File: config.mk
export PLATFORM = sky130hd
export DESIGN_NAME = ddc_output_config
export DESIGN_NICKNAME = d
export VERILOG_FILES = /design/src/hw/ddc_cfg_pkg.sv /design/src/hw/reg_bus_if.sv /design/src/hw/wb_reg_slave.sv /design/src/hw/output_scrambler.sv /design/src/hw/ddc_output_config.sv
export SDC_FILE = /design/constraint.sdc
export NUM_CORES = 1
export LEC_CHECK = 0
export BUFFER_PORTS_ARGS = -buffer_cell sky130_fd_sc_hd__buf_4
export CAP_MARGIN = 20
export CORE_ASPECT_RATIO = 0.6
export CORE_UTILIZATION = 53
export CTS_CLUSTER_DIAMETER = 60
export DETAILED_ROUTE_END_ITERATION = 16
export PLACE_DENSITY_LB_ADDON = 0.25
export SLEW_MARGIN = 20
export SYNTH_ARGS = -nofsm -noshare
export SYNTH_HDL_FRONTEND = slang
export SYNTH_SLANG_ARGS = --single-unit
File: constraint.sdc
create_clock -name clk_i -period 2.2 [get_ports clk_i]
set_input_delay 0.11 -clock clk_i [delete_from_list [all_inputs] [get_ports clk_i]]
set_output_delay 0.11 -clock clk_i [all_outputs]
set_load 0.1 [all_outputs]
File: src/hw/ddc_cfg_pkg.sv
// package: register map, field layout and constants of the output config bank
//
// Functional notes
// - select 0 aligns on each sync pulse; 1 aligns on first pulse only.
// - xor mode: select 0 appends pattern bit and xors; 1 xors with LSB.
// - down converter enable bit 1 enables it, 0 bypasses it.
// - phase word: low register gives 15:0, mixed low byte gives 23:16.
// - frequency word: mixed high byte gives 7:0, high register 23:8.
// - every register field is zero after reset.
package ddc_cfg_pkg;

    localparam int REG_W    = 16;
    localparam int IDX_W    = 8;
    localparam int ADR_W    = 10;
    localparam int ADR_LO   = 2;
    localparam int BYTE_W   = 8;
    localparam int BYTES    = 2;
    localparam int SEL_W    = 4;
    localparam int DAT_W    = 32;
    localparam int WORD_W   = 24;
    localparam int NUM_REGS = 7;
    localparam int SLOT_W   = 3;

    // register indices; byte address is four times the index
    localparam logic [IDX_W-1:0] IDX_DATA_CLOCK  = 8'hc5;
    localparam logic [IDX_W-1:0] IDX_INIT_PRI    = 8'hf4;
    localparam logic [IDX_W-1:0] IDX_INIT_SEC    = 8'hf6;
    localparam logic [IDX_W-1:0] IDX_DDC_CTRL    = 8'hfb;
    localparam logic [IDX_W-1:0] IDX_PHASE_LOW   = 8'hfc;
    localparam logic [IDX_W-1:0] IDX_PHASE_FREQ  = 8'hfd;
    localparam logic [IDX_W-1:0] IDX_FREQ_HIGH   = 8'hfe;

    // storage slots
    localparam logic [SLOT_W-1:0] SLOT_DATA_CLOCK = 3'h0;
    localparam logic [SLOT_W-1:0] SLOT_INIT_PRI   = 3'h1;
    localparam logic [SLOT_W-1:0] SLOT_INIT_SEC   = 3'h2;
    localparam logic [SLOT_W-1:0] SLOT_DDC_CTRL   = 3'h3;
    localparam logic [SLOT_W-1:0] SLOT_PHASE_LOW  = 3'h4;
    localparam logic [SLOT_W-1:0] SLOT_PHASE_FREQ = 3'h5;
    localparam logic [SLOT_W-1:0] SLOT_FREQ_HIGH  = 3'h6;

    // field positions
    localparam int LANE_CLOCK_BIT  = 9;
    localparam int SLOW_CLOCK_LSB  = 2;
    localparam int SLOW_CLOCK_W    = 2;
    localparam int INIT_BIT        = 1;
    localparam int DDC_EN_BIT      = 0;
    localparam int FAST_LANE_BIT   = 1;
    localparam int XOR_SRC_BIT     = 2;
    localparam int PERIODIC_BIT    = 3;
    localparam int MIX_FREQ_LSB    = 8;

    localparam logic [REG_W-1:0] REG_RESET   = 16'h0000;
    localparam logic [DAT_W-1:0] NO_DATA     = 32'h0000_0000;
    localparam logic [6:0]       PRBS_SEED   = 7'h7f;
    localparam int               PRBS_TAP_HI = 6;
    localparam int               PRBS_TAP_LO = 5;

endpackage

File: src/hw/reg_bus_if.sv
// interface: register access strobes between bus slave and register bank
`timescale 1ns/1ps
interface reg_bus_if;
    logic                                     wr_stb;
    logic [ddc_cfg_pkg::IDX_W-1:0]            index;
    logic [ddc_cfg_pkg::BYTES-1:0]            be;
    logic [ddc_cfg_pkg::REG_W-1:0]            wdata;
    logic [ddc_cfg_pkg::REG_W-1:0]            rdata;

    modport slave_side (output wr_stb, index, be, wdata, input rdata);
    modport bank_side  (input wr_stb, index, be, wdata, output rdata);
endinterface

File: src/hw/wb_reg_slave.sv
// module: classic wishbone slave, one wait state, writes commit with ack
`timescale 1ns/1ps
module wb_reg_slave (
    input  wire logic                           clk_i,
    input  wire logic                           rst_i,
    input  wire logic                           cyc_i,
    input  wire logic                           stb_i,
    input  wire logic                           we_i,
    input  wire logic [ddc_cfg_pkg::ADR_W-1:0]  adr_i,
    input  wire logic [ddc_cfg_pkg::SEL_W-1:0]  sel_i,
    input  wire logic [ddc_cfg_pkg::DAT_W-1:0]  dat_i,
    output logic      [ddc_cfg_pkg::DAT_W-1:0]  dat_o,
    output logic                                ack_o,
    reg_bus_if.slave_side                       bus
);
    typedef struct packed {
        logic                          ack;
        logic [ddc_cfg_pkg::DAT_W-1:0] dat;
    } slave_state_t;

    localparam slave_state_t SLAVE_RESET = '{ack: 1'b0,
                                             dat: ddc_cfg_pkg::NO_DATA};

    slave_state_t st;
    slave_state_t next_st;
    logic         req;

    always_comb begin
        req        = cyc_i && stb_i;
        next_st    = st;
        next_st.ack = req && !st.ack;
        next_st.dat = ddc_cfg_pkg::NO_DATA;
        if (req && !st.ack && !we_i) begin
            next_st.dat = {{(ddc_cfg_pkg::DAT_W - ddc_cfg_pkg::REG_W){1'b0}},
                           bus.rdata};
        end
        bus.wr_stb = req && we_i && st.ack;
        bus.index  = adr_i[ddc_cfg_pkg::ADR_LO +: ddc_cfg_pkg::IDX_W];
        bus.be     = sel_i[ddc_cfg_pkg::BYTES-1:0];
        bus.wdata  = dat_i[ddc_cfg_pkg::REG_W-1:0];
    end

    always_ff @(posedge clk_i) begin
        if (rst_i) begin
            st <= SLAVE_RESET;
        end else begin
            st <= next_st;
        end
    end

    assign ack_o = st.ack;
    assign dat_o = st.dat;
endmodule // wb_reg_slave

File: src/hw/output_scrambler.sv
// module: output word builder with pattern-bit or lsb xor scrambling
`timescale 1ns/1ps
module output_scrambler #(
    parameter int DATA_W = 16
) (
    input  wire logic              clk_i,
    input  wire logic              rst_i,
    input  wire logic [DATA_W-1:0] sample_i,
    input  wire logic              valid_i,
    input  wire logic              xor_en_i,
    input  wire logic              src_sel_i,
    output logic      [DATA_W:0]   data_o,
    output logic                   valid_o
);
    typedef struct packed {
        logic [6:0]      lfsr;
        logic [DATA_W:0] data;
        logic            valid;
    } scr_state_t;

    localparam scr_state_t SCR_RESET = '{lfsr: ddc_cfg_pkg::PRBS_SEED,
                                         data: '0, valid: 1'b0};

    scr_state_t st;
    scr_state_t next_st;
    logic       pbit;

    always_comb begin
        pbit          = st.lfsr[ddc_cfg_pkg::PRBS_TAP_HI];
        next_st       = st;
        next_st.valid = valid_i;
        if (valid_i) begin
            next_st.lfsr = {st.lfsr[5:0],
                            st.lfsr[ddc_cfg_pkg::PRBS_TAP_HI] ^
                            st.lfsr[ddc_cfg_pkg::PRBS_TAP_LO]};
            if (!xor_en_i) begin
                next_st.data = {sample_i, 1'b0};
            end else if (!src_sel_i) begin
                next_st.data = {sample_i ^ {DATA_W{pbit}}, pbit};
            end else begin
                next_st.data = {sample_i[DATA_W-1:1]
                                    ^ {(DATA_W-1){sample_i[0]}},
                                sample_i[0], 1'b0};
            end
        end
    end

    always_ff @(posedge clk_i) begin
        if (rst_i) begin
            st <= SCR_RESET;
        end else begin
            st <= next_st;
        end
    end

    assign data_o  = st.data;
    assign valid_o = st.valid;
endmodule // output_scrambler

File: src/hw/ddc_output_config.sv
// module: down converter output configuration bank with sync aligner
`timescale 1ns/1ps
module ddc_output_config #(
    parameter int SAMPLE_W = 16
) (
    input  wire logic                                clk_i,
    input  wire logic                                rst_i,
    input  wire logic                                wb_cyc_i,
    input  wire logic                                wb_stb_i,
    input  wire logic                                wb_we_i,
    input  wire logic [ddc_cfg_pkg::ADR_W-1:0]       wb_adr_i,
    input  wire logic [ddc_cfg_pkg::SEL_W-1:0]       wb_sel_i,
    input  wire logic [ddc_cfg_pkg::DAT_W-1:0]       wb_dat_i,
    output logic      [ddc_cfg_pkg::DAT_W-1:0]       wb_dat_o,
    output logic                                     wb_ack_o,
    input  wire logic                                sample_sync_pin_i,
    input  wire logic [SAMPLE_W-1:0]                 sample_i,
    input  wire logic                                sample_valid_i,
    input  wire logic                                xor_output_i,
    output logic                                     lane_clock_select_o,
    output logic [ddc_cfg_pkg::SLOW_CLOCK_W-1:0]     slow_variant_clock_field_o,
    output logic                                     fast_variant_lane_bit_o,
    output logic                                     init_primary_o,
    output logic                                     init_secondary_o,
    output logic                                     downconverter_enable_o,
    output logic                                     periodic_sync_select_o,
    output logic                                     scramble_source_o,
    output logic [ddc_cfg_pkg::WORD_W-1:0]           oscillator_phase_word_o,
    output logic [ddc_cfg_pkg::WORD_W-1:0]           oscillator_frequency_word_o,
    output logic                                     osc_align_o,
    output logic [SAMPLE_W:0]                        out_data_o,
    output logic                                     out_valid_o
);

    // ------------------------------------------------------------------
    // state
    // ------------------------------------------------------------------
    typedef struct packed {
        logic [ddc_cfg_pkg::NUM_REGS-1:0][ddc_cfg_pkg::REG_W-1:0] regs;
        logic                                                     sync_prev;
        logic                                                     sync_armed;
        logic                                                     align;
    } bank_state_t;

    localparam bank_state_t BANK_RESET = '{
        regs:       {ddc_cfg_pkg::NUM_REGS{ddc_cfg_pkg::REG_RESET}},
        sync_prev:  1'b0,
        sync_armed: 1'b1,
        align:      1'b0
    };

    bank_state_t                     st;
    bank_state_t                     next_st;
    logic                            hit;
    logic [ddc_cfg_pkg::SLOT_W-1:0]  slot;
    logic                            sync_rise;
    logic                            periodic;
    logic                            ctrl_wr;

    reg_bus_if bus ();

    // ------------------------------------------------------------------
    // bus slave
    // ------------------------------------------------------------------
    wb_reg_slave u_slave (
        .clk_i (clk_i),
        .rst_i (rst_i),
        .cyc_i (wb_cyc_i),
        .stb_i (wb_stb_i),
        .we_i  (wb_we_i),
        .adr_i (wb_adr_i),
        .sel_i (wb_sel_i),
        .dat_i (wb_dat_i),
        .dat_o (wb_dat_o),
        .ack_o (wb_ack_o),
        .bus   (bus.slave_side)
    );

    // ------------------------------------------------------------------
    // register decode, write and sync alignment
    // ------------------------------------------------------------------
    always_comb begin
        next_st = st;
        hit     = 1'b1;
        slot    = ddc_cfg_pkg::SLOT_DATA_CLOCK;
        case (bus.index)
            ddc_cfg_pkg::IDX_DATA_CLOCK: begin
                slot = ddc_cfg_pkg::SLOT_DATA_CLOCK;
            end
            ddc_cfg_pkg::IDX_INIT_PRI: begin
                slot = ddc_cfg_pkg::SLOT_INIT_PRI;
            end
            ddc_cfg_pkg::IDX_INIT_SEC: begin
                slot = ddc_cfg_pkg::SLOT_INIT_SEC;
            end
            ddc_cfg_pkg::IDX_DDC_CTRL: begin
                slot = ddc_cfg_pkg::SLOT_DDC_CTRL;
            end
            ddc_cfg_pkg::IDX_PHASE_LOW: begin
                slot = ddc_cfg_pkg::SLOT_PHASE_LOW;
            end
            ddc_cfg_pkg::IDX_PHASE_FREQ: begin
                slot = ddc_cfg_pkg::SLOT_PHASE_FREQ;
            end
            ddc_cfg_pkg::IDX_FREQ_HIGH: begin
                slot = ddc_cfg_pkg::SLOT_FREQ_HIGH;
            end
            default: begin
                hit = 1'b0;
            end
        endcase

        // unmapped reads answer zero, unmapped writes are dropped
        bus.rdata = hit ? st.regs[slot] : ddc_cfg_pkg::REG_RESET;

        if (bus.wr_stb && hit) begin
            for (int b = 0; b < ddc_cfg_pkg::BYTES; b++) begin
                if (bus.be[b]) begin
                    next_st.regs[slot][b*ddc_cfg_pkg::BYTE_W
                                       +: ddc_cfg_pkg::BYTE_W]
                        = bus.wdata[b*ddc_cfg_pkg::BYTE_W +: ddc_cfg_pkg::BYTE_W];
                end
            end
        end

        ctrl_wr  = bus.wr_stb && hit && (slot == ddc_cfg_pkg::SLOT_DDC_CTRL);
        periodic = st.regs[ddc_cfg_pkg::SLOT_DDC_CTRL][ddc_cfg_pkg::PERIODIC_BIT];

        // single mode aligns on every pulse, periodic mode on the first only
        sync_rise         = sample_sync_pin_i && !st.sync_prev;
        next_st.sync_prev = sample_sync_pin_i;
        next_st.align     = sync_rise && (!periodic || st.sync_armed);
        if (!periodic) begin
            next_st.sync_armed = 1'b1;
        end else if (sync_rise) begin
            next_st.sync_armed = 1'b0;
        end
        // rewriting the control register starts a new pulse train
        if (ctrl_wr) begin
            next_st.sync_armed = 1'b1;
        end
    end

    always_ff @(posedge clk_i) begin
        if (rst_i) begin
            st <= BANK_RESET;
        end else begin
            st <= next_st;
        end
    end

    // ------------------------------------------------------------------
    // configuration outputs
    // ------------------------------------------------------------------
    assign lane_clock_select_o =
        st.regs[ddc_cfg_pkg::SLOT_DATA_CLOCK][ddc_cfg_pkg::LANE_CLOCK_BIT];
    assign slow_variant_clock_field_o =
        st.regs[ddc_cfg_pkg::SLOT_DATA_CLOCK]
               [ddc_cfg_pkg::SLOW_CLOCK_LSB +: ddc_cfg_pkg::SLOW_CLOCK_W];
    assign fast_variant_lane_bit_o =
        st.regs[ddc_cfg_pkg::SLOT_DDC_CTRL][ddc_cfg_pkg::FAST_LANE_BIT];
    assign init_primary_o =
        st.regs[ddc_cfg_pkg::SLOT_INIT_PRI][ddc_cfg_pkg::INIT_BIT];
    assign init_secondary_o =
        st.regs[ddc_cfg_pkg::SLOT_INIT_SEC][ddc_cfg_pkg::INIT_BIT];
    assign downconverter_enable_o =
        st.regs[ddc_cfg_pkg::SLOT_DDC_CTRL][ddc_cfg_pkg::DDC_EN_BIT];
    assign periodic_sync_select_o = periodic;
    assign scramble_source_o =
        st.regs[ddc_cfg_pkg::SLOT_DDC_CTRL][ddc_cfg_pkg::XOR_SRC_BIT];
    assign osc_align_o = st.align;

    // phase: low register under the low byte of the mixed register
    assign oscillator_phase_word_o = {
        st.regs[ddc_cfg_pkg::SLOT_PHASE_FREQ][ddc_cfg_pkg::BYTE_W-1:0],
        st.regs[ddc_cfg_pkg::SLOT_PHASE_LOW]};
    // frequency: high register over the high byte of the mixed register
    assign oscillator_frequency_word_o = {
        st.regs[ddc_cfg_pkg::SLOT_FREQ_HIGH],
        st.regs[ddc_cfg_pkg::SLOT_PHASE_FREQ]
               [ddc_cfg_pkg::MIX_FREQ_LSB +: ddc_cfg_pkg::BYTE_W]};

    // ------------------------------------------------------------------
    // output word scrambling
    // ------------------------------------------------------------------
    output_scrambler #(
        .DATA_W (SAMPLE_W)
    ) u_scrambler (
        .clk_i     (clk_i),
        .rst_i     (rst_i),
        .sample_i  (sample_i),
        .valid_i   (sample_valid_i),
        .xor_en_i  (xor_output_i),
        .src_sel_i (scramble_source_o),
        .data_o    (out_data_o),
        .valid_o   (out_valid_o)
    );
endmodule // ddc_output_config

* Word-level counts from Yosys, hierarchy flattened
Index checks and enable logic that the tools add are counted.
** Cells by class
- $lt $le $gt $ge :: 2
- Eq/ne operators :: 8
- Mux-type cells :: 15
- Bitwise gates (word level) :: 6
- Reductions and logical operators :: 18
** Operators with widths (number)
- two-way mux 112 bit :: 3
- bitwise mux 112 bit :: 2
- demux 16 bit (select 3 bit) :: 2
- == test 8 bit (second input constant) :: 7
- binary-select mux 16 bit (select 3 bit) :: 1
- two-way mux 17 bit :: 2
- two-way mux 16 bit :: 2
- case mux 3 bit (6 select lines) :: 1
- bitwise XOR 16 bit :: 1
- bitwise XOR 15 bit :: 1
- logical AND 1 bit :: 10
- two-way mux 8 bit :: 1
- OR reduction 7 bit :: 1
- OR reduction 3 bit :: 2
- logical NOT 1 bit :: 4
- < comparator 3 x 4 -> 1 bit (second input constant) :: 1
- == test 3 x 2 -> 1 bit (second input constant) :: 1
- greater-or-equal comparator 3 x 1 -> 1 bit (second input constant) :: 1
- inverter 1 bit :: 3
- logical OR 1 bit :: 1
- two-way mux 1 bit :: 1
- bitwise XOR 1 bit :: 1
** Word-level totals
- Flip-flop bits (word level) :: 173
- Input bits :: 70
- Output and inout bits :: 109
- Logic and storage cells :: 65

* Longest topological paths before layout
- Word-level depth :: 11
- Mapped depth :: 8
- Gate-level depth less buffers :: 5

* Modules after synthesis
A second synthesis with hierarchy kept.
** Second synthesis, totals
- Cell total of the unflattened synthesis :: 838
- Area total of the unflattened synthesis :: 7910.1 µm²
** By module, submodules not included
- ddc_output_config :: times used 1, cells an instance 613, area each 5839.4 µm², sequential area each 2302.2 µm²
- output_scrambler :: times used 1, cells an instance 142, area each 1224.9 µm², sequential area each 500.5 µm²
- wb_reg_slave :: times used 1, cells an instance 83, area each 845.8 µm², sequential area each 340.3 µm²

* Least setup slack after synthesis
No wires, ideal clock.
- Path type :: flip-flop to flip-flop
- Start :: register u_slave.st, in the netlist u_slave.ack_o
- End :: register st, in the netlist scramble_source_o
- Library setup time :: 128 ps
- Arrival time :: 2218 ps
- Data required time :: 2072 ps
- Path slack :: -145 ps
- Stages on the path, launching flop included :: 6
- Path buffers :: 0
- Clock period less this slack :: 2345 ps
- Cells stage by stage :: dfxtp_1 -> and4_1 -> nand2_1 -> nor3_4 -> mux2i_1 -> nor2_1
** On the way
- Word-level cells in the longest chain between the ends :: 2
** RTL lines
- start, declared :: line wb_reg_slave.sv:24 : slave_state_t st;
- start signal, assigned :: line wb_reg_slave.sv:47 : st <= next_st;
- logical AND 1 bit :: line wb_reg_slave.sv:37 : bus.wr_stb = req && we_i && st.ack;
- logical AND 1 bit :: line ddc_output_config.sv:116 : if (bus.wr_stb && hit) begin
- end signal, assigned :: line ddc_output_config.sv:148 : st <= next_st;
- end, declared :: line ddc_output_config.sv:52 : bank_state_t st;
No other way between the ends.
A chain may end at the register's enable or synchronous reset.

* Final worst setup path
- Start :: register u_slave.st, in the netlist u_slave.ack_o
- End :: register st[65] (netlist name)
The elaborated chain is that of the path after synthesis.

==> results_dict.tcl <==
set metrics [dict create \
    first_pass_iters 15 \
    worstMarginPinSlew_ns 0.822 \
    ant_nets 0 \
    dp_slack_ns 0.175 \
    async_flop_share_pct 0 \
    relSlewSlack_pct 45.2 \
    drv_cap 0 \
    grt_pass1_wl_um 29800 \
    rows 32 \
    ios 179 \
    ys_types 48 \
    min_period_ns 1.93 \
    numClockSinks 157 \
    area_delta_synth_final_pct 17.8 \
    die_x_um 152 \
    setup_violations 0 \
    dr_total_vias 5898 \
    yosys_register_bits 157 \
    cp_max_fo 8 \
    cp_data_arrival_time_ns 2.20 \
    yosysTopAreaCellShare_pct 43.7 \
    cp_top_family "simple AND/OR/NAND/NOR gates" \
    ff2ff_setup_slack_ns 0.27 \
    netlist_top_cells_count "dfxtp_1 (157), nor2_1 (108), buf_4 (88), mux2i_1 (88), nand2_1 (71)" \
    finalNonFillerCells 1027 \
    synth_flop_cell "dfxtp_1" \
    path_class "flop to flop" \
    routed_wl_um 19200 \
    crit_path_end_kind "flop" \
    place.gp.congestion 0.890 \
    port_buffers 142 \
    crit_path_max_incr_delay_ns 0.54 \
    grt_use_total_pct 27.7 \
    cts_hold_buf 4 \
    finalHoldViolCount 0 \
    grt_max_degree 83 \
    p_leak_nw 3.64 \
    violations "design-rule violations" \
    cts_root_buf "clkbuf_16" \
    clk_latency_ns 0.41 \
    fmax_mhz 518 \
    cellPowerDensity_nw_per_um2 782 \
    synth_area_sq_um 7190 \
    crit_chain "and4_1, nand2_1, nor3_4, mux2i_1, nor2_1" \
    grt-ovfl-total 0 \
    timing.final.ws_setup_ns 0.268 \
    die_h_um 92.2 \
    synth_top_area_cell "dfxtp_1" \
    htreeDepth 4 \
    synth_edf_count 0 \
    antenna_found_initial 0 \
    cts.repair.resized 0 \
    yosysMostFrequentCell "dfxtp_1" \
    outcome "finished with violations" \
    yosys_warnings 0 \
    rsz0062_at_grt "false" \
    dpl.cell_count 992 \
    yosysSeqAreaShare_pct 43.7 \
    final_layout_size_suffix_gt1_share_pct 25.3 \
    nNetsFinal 915 \
    reg2regPathDepth 5 \
    clockBufferDepth 2 \
    die-area_sq_um 14100 \
    avgSynthCellArea_sq_um 9.27 \
    min_period_over_period_pct 87.8 \
    dp_hpwl_um 13600 \
    cts_tree "yes" \
    hold_depth 3 \
    post_cts_buffers 0 \
    diodes 0 \
    cp.required_ns 2.47 \
    grt_pass1_vias 5467 \
    reg2reg_from "u_slave.ack_o$_SDFF_PP0_" \
    holdCritPathClass "primary input to flop" \
    drt_drc_violations_left 5 \
    drv_slew 0 \
    fin_skew_ns 0.00671 \
    timing.rr.end "st[65]$_SDFFE_PP0P_" \
    coreArea_sq_um 13100 \
    wl_per_cell_um 18.7 \
    cpMaxStageDelayCell "nor3_4" \
    viasPerCell 5.74 \
    min_to "st[21]$_SDFFE_PP0P_" \
    drt_iter0_drc 641 \
    finalPower_mw 6.63 \
    num-fill-cells 1041 \
    cts.clk_slew.worst_paths_ns 0.06 \
    hold_start "wb_dat_i[2]" \
    start_util_pct 55.1 \
    synthTopCellsByArea "dfxtp_1 (44%), mux2i_1 (12%), buf_4 (9.2%), nor2_1 (5.6%), nand2_1 (3.7%)" \
    cp-start-kind "flop" \
    peakVddDrop_mv 0.638 \
    critical_path_buf_inv_count 0 \
    tns_ns 0 \
    synthCells 776 \
    numCtsBuffers 17 \
]
[where the power goes]
group / switching, mW / leakage, nW / internal, mW
Clock: 1.13 / 0.295 / 1.87
Combinational: 0.557 / 2.07 / 0.170
Sequential: 0.0215 / 1.27 / 2.88
[area by class of cell]
type	instances	area, sq um	share of cell area (%)
Multi-Input combinational cell	505	3270	38.6
Sequential cell	157	3150	37.1
Timing Repair Buffer	163	1230	14.6
Clock buffer	21	470	5.55
Tap cell	170	213	2.51
Clock inverter	10	138	1.62
Inverter	1	3.75	0.0443
[metrics by stage]
stage	utilization [%]	instance area, sq um	hold slack, ns
after floorplan	-	7250	0.238
after global placement	60.0	7830	0.334
after detailed placement	60.0	7830	0.346
after CTS	64.9	8480	0.00335
after global routing	64.9	8480	0.0195
final	64.9	8480	0.0160
[logic make-up after synthesis]
family	Yosys count	share of synthesized area (%)
AND/OR/NAND/NOR	245	16.8
flip-flops	157	43.7
AO/OA/AOI/OAI	133	12.6
buffers and inverters	129	11.6
multiplexers	94	13.2
XOR/XNOR	17	2.07
other	1	0.0521
[flip-flops by register name, summed over array words and instances, names as in the netlist, 2 cells and up]
name                         count
u_slave.dat_o                   16
u_scrambler.data_o              17
oscillator_phase_word_o         24
oscillator_frequency_word_o     24
st                              57
u_scrambler.st                   6
slow_variant_clock_field_o       2
[cells in the final DEF, fill, tap and decap left out, types with 5 or more instances in the layout]
cell / synthesis / final
buf_4: 88 / 159
dfxtp_1: 157 / 155
nor2_1: 108 / 108
mux2i_1: 88 / 88
nand2_1: 71 / 71
a21oi_1: 48 / 48
a22oi_1: 24 / 24
nand3_1: 18 / 18
clkbuf_16: 0 / 17
xor2_1: 16 / 16
a211oi_1: 16 / 16
conb_1: 1 / 16
nor2b_1: 14 / 14
a32oi_1: 8 / 8
a22o_1: 8 / 8
a221oi_1: 8 / 8
mux2_2: 6 / 6
o22ai_1: 6 / 6
a211o_1: 6 / 6
nor3_4: 5 / 5
[metal layers]
layer | vias to the layer above | global-route usage, % | wire length, um
li1 | 2739 | - | -
met1 | 2809 | 42.0 | 8970
met2 | 326 | 38.6 | 7920
met3 | 24 | 6.66 | 2080
met4 | 0 | 6.80 | 206
met5 | - | 0 | 0
[worst max path at each step]
stage	to	startpoint	depth (start not counted)	slack, ns
4_1_cts	st[65]$_SDFFE_PP0P_	u_slave.ack_o$_SDFF_PP0_	5	0.27
2_1_floorplan	periodic_sync_select_o$_SDFFE_PP0P_	u_slave.ack_o$_SDFF_PP0_	5	0.20
3_3_place_gp	st[34]$_SDFFE_PP0P_	wb_adr_i[3]	6	0.29
5_1_grt	st[66]$_SDFFE_PP0P_	u_slave.ack_o$_SDFF_PP0_	5	0.16
6_report	st[65]$_SDFFE_PP0P_	u_slave.ack_o$_SDFF_PP0_	5	0.27
3_5_place_dp	st[34]$_SDFFE_PP0P_	wb_adr_i[3]	6	0.17
[worst register-to-register path, stage by stage, from the launching register on]
cell and delay (ns):
dfxtp_2 0.35, and4_1 0.33, nand2_1 0.24, nor3_4 0.54
mux2i_1 0.28, nor2_1 0.05
Power figures use the tool's default switching activity.
